<file path="config.mk">
export PLATFORM = sky130hd
export DESIGN_NAME = drc_ctrl
export DESIGN_NICKNAME = d
export VERILOG_FILES = /design/src/hdl/drc_pkg.sv /design/src/hdl/drc_sync.sv /design/src/hdl/drc_ctrl.sv
export SDC_FILE = /design/constraint.sdc
export NUM_CORES = 1
export LEC_CHECK = 0
export ABC_AREA = 0
export BUFFER_PORTS_ARGS = -buffer_cell sky130_fd_sc_hd__buf_2
export CORE_AREA = 2 2 113 115
export CTS_CLUSTER_DIAMETER = 30
export DETAILED_ROUTE_END_ITERATION = 16
export DIE_AREA = 0 0 115 117
export PLACE_DENSITY_LB_ADDON = 0.05
export SLEW_MARGIN = 10
export SYNTH_ARGS = -nofsm -noshare
export SYNTH_HDL_FRONTEND = slang
export SYNTH_SLANG_ARGS = --single-unit
export TNS_END_PERCENT = 20
</file>
<file path="constraint.sdc">
create_clock -name clk -period 7.5 [get_ports clk]
set_clock_uncertainty 0.15 [all_clocks]
set_input_delay 0.375 -clock clk [delete_from_list [all_inputs] [get_ports clk]]
set_output_delay 0.375 -clock clk [all_outputs]
set_load 0.005 [all_outputs]
</file>
<file path="src/hdl/drc_pkg.sv">
package drc_pkg;
   // clock
   localparam int unsigned CLK_MHZ = 25;
   localparam int unsigned CLK_NS = 40;
   // power-up
   localparam int unsigned POWERUP_US = 100;
   localparam int unsigned POWERUP_CYC = POWERUP_US * CLK_MHZ;
   localparam int unsigned INIT_ROW_CYCLES = 8;
   // refresh
   localparam int unsigned REFRESH_MS = 2;
   localparam int unsigned REFRESH_ROWS = 128;
   localparam int unsigned REFRESH_WINDOW_CYC = REFRESH_MS * 1000 * CLK_MHZ;
   localparam int unsigned REFRESH_GAP_CYC = REFRESH_WINDOW_CYC / REFRESH_ROWS;
   // strobe timing (ns)
   localparam int unsigned ROW_PRECHARGE_NS = 150;
   localparam int unsigned ROW_PULSE_NS = 200;
   localparam int unsigned ROW_TO_COLUMN_DELAY_NS = 30;
   localparam int unsigned COLUMN_PULSE_NS = 120;
   localparam int unsigned COLUMN_ACCESS_TIME_NS = 120;
   localparam int unsigned ROW_ACCESS_TIME_NS = 200;
   localparam int unsigned COLUMN_TO_WRITE_DELAY_NS = 80;
   localparam int unsigned ROW_TO_WRITE_DELAY_NS = 160;
   localparam int unsigned WRITE_PULSE_NS = 45;
   localparam int unsigned READ_HOLD_TO_COLUMN_RELEASE_NS = 0;
   function automatic int unsigned ns_up(input int unsigned ns);
      int unsigned c;
      c = (ns + CLK_NS - 1) / CLK_NS;
      return (c < 1) ? 1 : c;
   endfunction : ns_up
   localparam int unsigned PRECHARGE_CYC = ns_up(ROW_PRECHARGE_NS);
   localparam int unsigned ROW_PULSE_CYC = ns_up(ROW_PULSE_NS);
   localparam int unsigned RCD_CYC = ns_up(ROW_TO_COLUMN_DELAY_NS);
   localparam int unsigned CAS_PULSE_CYC = ns_up(COLUMN_PULSE_NS);
   localparam int unsigned CAC_CYC = ns_up(COLUMN_ACCESS_TIME_NS);
   localparam int unsigned CWD_CYC = ns_up(COLUMN_TO_WRITE_DELAY_NS);
   localparam int unsigned RWD_CYC = ns_up(ROW_TO_WRITE_DELAY_NS);
   localparam int unsigned WP_CYC = ns_up(WRITE_PULSE_NS);
   // geometry
   localparam int unsigned ADDR_W = 14;
   localparam int unsigned HALF_W = 7;
   // operations
   typedef enum logic [1:0] {
      DRC_OP_READ = 2'h0,
      DRC_OP_WRITE = 2'h1,
      DRC_OP_RMW = 2'h2
   } drc_op_t;
endpackage : drc_pkg

</file>
<file path="src/hdl/drc_sync.sv">
`timescale 1ns/10ps
`default_nettype none
// three-stage input synchroniser; change accepted once stages two and three agree
module drc_sync
   import drc_pkg::*;
(
   input wire logic clk,
   input wire logic rst,
   input wire logic din,
   output logic dout
);
   logic s1_q;
   logic s2_q;
   logic s3_q;
   logic agree;
   assign agree = (s2_q == s3_q);
   always_ff @(posedge clk or posedge rst) begin
      if (rst) begin
         s1_q <= 1'b0;
         s2_q <= 1'b0;
         s3_q <= 1'b0;
         dout <= 1'b0;
      end else begin
         s1_q <= din;
         s2_q <= s1_q;
         s3_q <= s2_q;
         if (agree) begin
            dout <= s3_q;
         end
      end
   end
endmodule : drc_sync
`default_nettype wire

</file>
<file path="src/hdl/drc_ctrl.sv">
// Behaviour
// - after reset wait 100 us then issue eight row-strobe cycles before serving requests.
// - in a read the write line stays inactive until after both strobes are released.
// - write is never asserted between the early and delayed windows, so output is never undefined.
// - column strobe may rise during a row-only refresh without harm.
// - the 14-bit address is presented as row half then column half on seven lines.
// - all 128 rows are refreshed within each 2 ms window.
`timescale 1ns/10ps
`default_nettype none
module drc_ctrl
   import drc_pkg::*;
#(
   parameter int unsigned POWERUP_CYCLES = POWERUP_CYC,
   parameter int unsigned REFRESH_GAP = REFRESH_GAP_CYC,
   parameter bit HIDDEN_REFRESH = 1'b1
)
(
   // clock and reset
   input wire logic clk,
   input wire logic rst,
   // user request
   input wire logic req_valid,
   output logic req_ready,
   input wire drc_op_t req_op,
   input wire logic [ADDR_W-1:0] req_addr,
   input wire logic req_wdata,
   // user answer
   output logic rsp_valid,
   output logic rsp_rdata,
   output logic init_done,
   // memory pins
   output logic [HALF_W-1:0] mem_addr,
   output logic mem_ras_n,
   output logic mem_cas_n,
   output logic mem_write_n,
   output logic mem_din,
   input wire logic mem_dout
);
   typedef enum logic [8:0] {
      ST_POWERUP = 9'h001,
      ST_IDLE = 9'h002,
      ST_ROW = 9'h004,
      ST_COL = 9'h008,
      ST_WAIT = 9'h010,
      ST_WRITE = 9'h020,
      ST_RELEASE = 9'h040,
      ST_REFRESH = 9'h080,
      ST_PRECHARGE = 9'h100
   } drc_state_t;

   localparam int unsigned CNT_W = 24;
   localparam int unsigned SYNC_LAT = 4;

   drc_state_t state_q;
   drc_state_t state_d;
   logic [CNT_W-1:0] cnt_q;
   logic [CNT_W-1:0] ref_timer_q;
   logic [3:0] init_cnt_q;
   logic init_done_q;
   logic ref_pending_q;
   logic [HALF_W-1:0] ref_row_q;
   drc_op_t op_q;
   logic [ADDR_W-1:0] addr_q;
   logic wdata_q;
   logic hidden_q;
   logic mem_dout_s;
   logic cnt_done;
   logic ref_tick;
   logic start_req;
   logic start_ref;
   logic write_op;
   logic hide_ref;
   logic [CNT_W-1:0] pwr_q;
   logic pwr_done_q;

   drc_sync u_sync (
      .clk(clk),
      .rst(rst),
      .din(mem_dout),
      .dout(mem_dout_s)
   );

   function automatic logic [CNT_W-1:0] cyc(input int unsigned n);
      return CNT_W'(n - 1);
   endfunction : cyc

   assign cnt_done = (cnt_q == '0);
   assign ref_tick = (ref_timer_q == '0);
   assign write_op = (op_q != DRC_OP_READ);
   assign start_ref = (state_q == ST_IDLE) && (ref_pending_q || !init_done_q);
   assign start_req = (state_q == ST_IDLE) && !start_ref && req_valid;
   // a read that ends with a refresh pending keeps column strobe low and refreshes under it
   assign hide_ref = HIDDEN_REFRESH && hidden_q && ref_pending_q;
   assign req_ready = start_req;
   assign init_done = init_done_q;

   // sequencing
   always_comb begin
      state_d = state_q;
      unique case (state_q)
         ST_POWERUP: if (pwr_done_q) state_d = ST_IDLE;
         ST_IDLE: begin
            if (start_ref) state_d = ST_REFRESH;
            else if (start_req) state_d = ST_ROW;
         end
         ST_ROW: if (cnt_done) state_d = ST_COL;
         ST_COL: state_d = ST_WAIT;
         ST_WAIT: begin
            if (cnt_done) state_d = (op_q == DRC_OP_READ) ? ST_RELEASE : ST_WRITE;
         end
         ST_WRITE: if (cnt_done) state_d = ST_RELEASE;
         ST_RELEASE: begin
            if (hide_ref) state_d = ST_REFRESH;
            else state_d = ST_PRECHARGE;
         end
         ST_REFRESH: if (cnt_done) state_d = ST_PRECHARGE;
         ST_PRECHARGE: if (cnt_done) state_d = ST_IDLE;
      endcase
   end

   // state and counter
   always_ff @(posedge clk or posedge rst) begin
      if (rst) begin
         state_q <= ST_POWERUP;
         cnt_q <= '0;
      end else begin
         state_q <= state_d;
         if (state_d != state_q) begin
            unique case (state_d)
               ST_ROW: cnt_q <= cyc(RCD_CYC);
               ST_WAIT: begin
                  if (op_q == DRC_OP_READ) cnt_q <= cyc(CAC_CYC + SYNC_LAT);
                  else if (op_q == DRC_OP_RMW) cnt_q <= cyc(RWD_CYC + SYNC_LAT);
                  else cnt_q <= cyc(CAS_PULSE_CYC);
               end
               ST_WRITE: cnt_q <= cyc(WP_CYC);
               ST_REFRESH: begin
                  // hidden refresh: precharge first, then the row pulse
                  if (state_q == ST_RELEASE) cnt_q <= cyc(PRECHARGE_CYC + ROW_PULSE_CYC);
                  else cnt_q <= cyc(ROW_PULSE_CYC);
               end
               ST_PRECHARGE: cnt_q <= cyc(PRECHARGE_CYC);
               default: cnt_q <= '0;
            endcase
         end else if (!cnt_done) begin
            cnt_q <= cnt_q - 1'b1;
         end
      end
   end

   // refresh scheduling and init count
   always_ff @(posedge clk or posedge rst) begin
      if (rst) begin
         ref_timer_q <= '0;
         ref_pending_q <= 1'b0;
         ref_row_q <= '0;
         init_cnt_q <= '0;
         init_done_q <= 1'b0;
      end else begin
         if (ref_tick) ref_timer_q <= cyc(REFRESH_GAP);
         else ref_timer_q <= ref_timer_q - 1'b1;
         if (state_q == ST_REFRESH && state_d == ST_PRECHARGE) begin
            ref_row_q <= ref_row_q + 1'b1;
            if (!init_done_q) begin
               init_cnt_q <= init_cnt_q + 1'b1;
               if (init_cnt_q == 4'(INIT_ROW_CYCLES - 1)) init_done_q <= 1'b1;
            end
         end
         if (ref_tick && init_done_q) ref_pending_q <= 1'b1;
         else if (state_q == ST_REFRESH && state_d == ST_PRECHARGE) ref_pending_q <= 1'b0;
      end
   end

   // powerup pause counter, separate so the main counter stays simple
   always_ff @(posedge clk or posedge rst) begin
      if (rst) begin
         pwr_q <= '0;
         pwr_done_q <= 1'b0;
      end else if (!pwr_done_q) begin
         pwr_q <= pwr_q + 1'b1;
         if (pwr_q == cyc(POWERUP_CYCLES)) pwr_done_q <= 1'b1;
      end
   end

   // request capture and pins
   always_ff @(posedge clk or posedge rst) begin
      if (rst) begin
         op_q <= DRC_OP_READ;
         addr_q <= '0;
         wdata_q <= 1'b0;
         hidden_q <= 1'b0;
         mem_addr <= '0;
         mem_ras_n <= 1'b1;
         mem_cas_n <= 1'b1;
         mem_write_n <= 1'b1;
         mem_din <= 1'b0;
         rsp_valid <= 1'b0;
         rsp_rdata <= 1'b0;
      end else begin
         rsp_valid <= 1'b0;
         if (start_req) begin
            op_q <= req_op;
            addr_q <= req_addr;
            wdata_q <= req_wdata;
            hidden_q <= (req_op == DRC_OP_READ);
            mem_addr <= req_addr[ADDR_W-1:HALF_W];
            mem_ras_n <= 1'b0;
            mem_din <= req_wdata;
            if (req_op == DRC_OP_WRITE) mem_write_n <= 1'b0;
         end
         if (start_ref) begin
            mem_addr <= ref_row_q;
            mem_ras_n <= 1'b0;
            mem_cas_n <= 1'b1;
            mem_write_n <= 1'b1;
         end
         if (state_q == ST_ROW && cnt_done) begin
            mem_addr <= addr_q[HALF_W-1:0];
            mem_cas_n <= 1'b0;
         end
         if (state_q == ST_WAIT && cnt_done && write_op) begin
            mem_write_n <= 1'b0;
            mem_din <= wdata_q;
         end
         if (state_q == ST_WAIT && cnt_done && op_q != DRC_OP_WRITE) begin
            rsp_rdata <= mem_dout_s;
         end
         if (state_q == ST_WAIT && cnt_done && op_q == DRC_OP_READ) rsp_valid <= 1'b1;
         if (state_q == ST_WRITE && cnt_done) rsp_valid <= 1'b1;
         if (state_q == ST_RELEASE) begin
            if (hide_ref) begin
               mem_ras_n <= 1'b1;
               mem_addr <= ref_row_q;
               hidden_q <= 1'b0;
            end else begin
               mem_ras_n <= 1'b1;
               mem_cas_n <= 1'b1;
            end
            mem_write_n <= 1'b1;
         end
         if (state_q == ST_REFRESH && cnt_q == CNT_W'(ROW_PULSE_CYC) && mem_ras_n) begin
            mem_ras_n <= 1'b0;
         end
         if (state_q == ST_REFRESH && cnt_done) begin
            mem_ras_n <= 1'b1;
            mem_cas_n <= 1'b1;
         end
      end
   end
endmodule : drc_ctrl
`default_nettype wire

</file>
==> out/metrics.yaml <==
status: "finished clean"
row_count: 41
totalWireLength_um: 11600
post-place-ws_ns: 4.19
dieHeight_um: 117
grt_busiest_layer: "met2"
drive_gt1_frac: 0.159
start_util: 0.483
timing.final.ws_setup_ns: 3.95
syn_nets: 598
tns_ns: 0
setup_viol: 0
fin_crit_sh: 0.474
cts_sinks: 123
yosys.cell_count.top_type: "dfrtp_1"
yosys_warnings: 0
grt_setup_unrepaired: "no"
ys_types: 61
synth-edff-count: 0
slew_viol_final: 0
path_class: "register to output port"
drc_errors: 0
ys_top_cells_by_area: "dfrtp_1 (50%), xnor2_1 (6.3%), nand2_1 (4.7%)"
p_leak_nw: 3.22
peakVddDrop_mv: 0.127
syn_area_um2: 5950
gp_congestion: 0.810
port_buffers: 35
dp.cells: 741
grt.met2_usage: 0.302
drt-vias-per-instance: 5.48
relSlewSlack: 0.256
diodes: 0
dp_hpwl_um: 7920
hold_violations: 0
grtUsageMet1: 0.246
netlist_instances: 570
r2r-end: "cnt_q[1]$_DFFE_PP0P_"
worstSetupEndpointType: "output port"
cts_resized: 0
core-area_um2: 12300
r2r_cells: 7
endpoint: "req_ready"
critPathLaunchType: "register"
final_cells: 778
avgSynthCellArea_um2: 10.4
die_x_um: 115
clk_path_buf_depth: 2
layout_min_cycle_time_ns: 3.55
fill_cells: 1106
cts-root-buf: "clkbuf_16"
drt-initial-drc-count: 234
grt_pass1_vias: 4142
htree_num_levels: 4
grt_pass1_wl_um: 19600
antenna_found_initial: 0
area_delta_synth_final_pct: 16.0
post_drt_wl_per_cell_um: 14.9
min_path_type: "primary input to register"
synth_ff_type: "dfrtp_1"
drt-pass1-iter-count: 7
antenna_left: 0
grt.overflow.total: 0
ys_seq_area_frac: 0.518
ys_ff_latch: 123
reg2reg_slack_ns: 4.18
crit_arrival_ns: 3.03
grt_max_degree: 63
async_reset_ff_frac: 1.00
cp-startpoint: "state_q[7]$_DFF_PP0_"
vias: 4265
power.density_nw_per_um2: 220
rr_startpoint: "cnt_q[0]$_DFFE_PP0P_"
io_pins: 36
clk_pin_slew_ns: 0.05
fin_nets: 644
die-area_um2: 13500
required_ns: 6.97
synth_top_area_share: 0.500
worstMarginPinSlew_ns: 1.12
fmax_mhz: 281
yosys.area.top_type: "dfrtp_1"
cts_tree: "built"
cts_buffers: 17
cap_violations: 0
crit_fanout: 20
synth_commonest_cells: "dfrtp_1 (119), nand2_1 (74), nor2_1 (59)"
clock_latency_ns: 0.41
grt_util_met3: 0.0525
grtUsageTotal: 0.187
## cell families after synthesis
| family | share of synthesized area |
|---|---|
| AO/OA/AOI/OAI | 0.0843 |
| XOR/XNOR | 0.105 |
| adder cells (fa/ha/maj) | 0.0164 |
| buffers and inverters | 0.0240 |
| flip-flops | 0.518 |
| multiplexers | 0.0229 |
| AND/OR/NAND/NOR | 0.230 |
## critical path, stage by stage, from the launching register on
cell     delay (ns)
dfrtp_1        0.47
or3_1          0.48
nor4_4         0.46
nand2_2        0.30
inv_1          0.66
buf_2          0.24
## how the worst min path moves through the flow
stage	startpoint	endpoint	slack, ns	cells after the start
2_1_floorplan	u_sync.s1_q$_DFF_PP0_	u_sync.s2_q$_DFF_PP0_	0.18	0
3_3_place_gp	u_sync.s1_q$_DFF_PP0_	u_sync.s2_q$_DFF_PP0_	0.18	0
3_5_place_dp	u_sync.s1_q$_DFF_PP0_	u_sync.s2_q$_DFF_PP0_	0.20	0
4_1_cts	req_addr[2]	addr_q[2]$_DFFE_PP0P_	0.0003	3
5_1_grt	req_addr[4]	addr_q[4]$_DFFE_PP0P_	0.02	3
6_report	req_addr[2]	addr_q[2]$_DFFE_PP0P_	0.009	3
## state kept, by name, summed over array words and instances, names as in the netlist, 2 cells and up
name / cells
cnt_q: 24
op_q: 2
addr_q: 7
mem_addr: 7
ref_timer_q: 24
init_cnt_q: 4
ref_row_q: 7
pwr_q: 24
state_q: 9
## metrics by stage
stage	hold WS (ns)	utilization	power, W	area, µm²
floorplan	0.181	-	0.000688	5950
global placement	0.183	0.507	0.000698	6240
detailed placement	0.198	0.507	0.000699	6240
CTS	0.000298	0.561	0.00153	6900
global route	0.0224	0.561	0.00157	6900
finish	0.00950	0.561	0.00152	6900
## routing by layer
layer,share of wire,vias to the layer above,routed length (µm)
met5,0,-,0
met4,0.0096,0,111
met3,0.036,9,414
met2,0.48,74,5580
met1,0.47,2080,5500
li1,-,2102,-
## layout make-up
type	instances	area (µm²)	share of cell area
multi-input combinational	417	2730	0.395
clock inverter	8	115	0.0167
inverter	14	55.1	0.00797
tap	150	188	0.0272
timing repair buffer	43	250	0.0362
clock buffer	23	488	0.0707
sequential	123	3080	0.447
## what timing repair did
action                    in CTS  in global routing
hold buffers                   6                  0
hold endpoints to repair      66                  0
buffers inserted               0                  0
## placed cells by master (no fill, tap or decap), types with 12 or more instances in the layout
cell / instances
nor2_1: 59
nand3_1: 16
xnor2_1: 43
dfrtp_1: 119
nor4_1: 18
clkbuf_16: 17
nor3_1: 15
xor2_1: 28
buf_2: 35
a21oi_1: 12
inv_1: 13
nand2_1: 74
o21ai_0: 21
## where the power goes
group | switching (W) | total (W) | internal (W)
clock network | 0.000276 | 0.000828 | 0.000552
registers | 0.000000688 | 0.000667 | 0.000666
logic | 0.0000150 | 0.0000218 | 0.00000681
(Power assumes the default switching activity.)
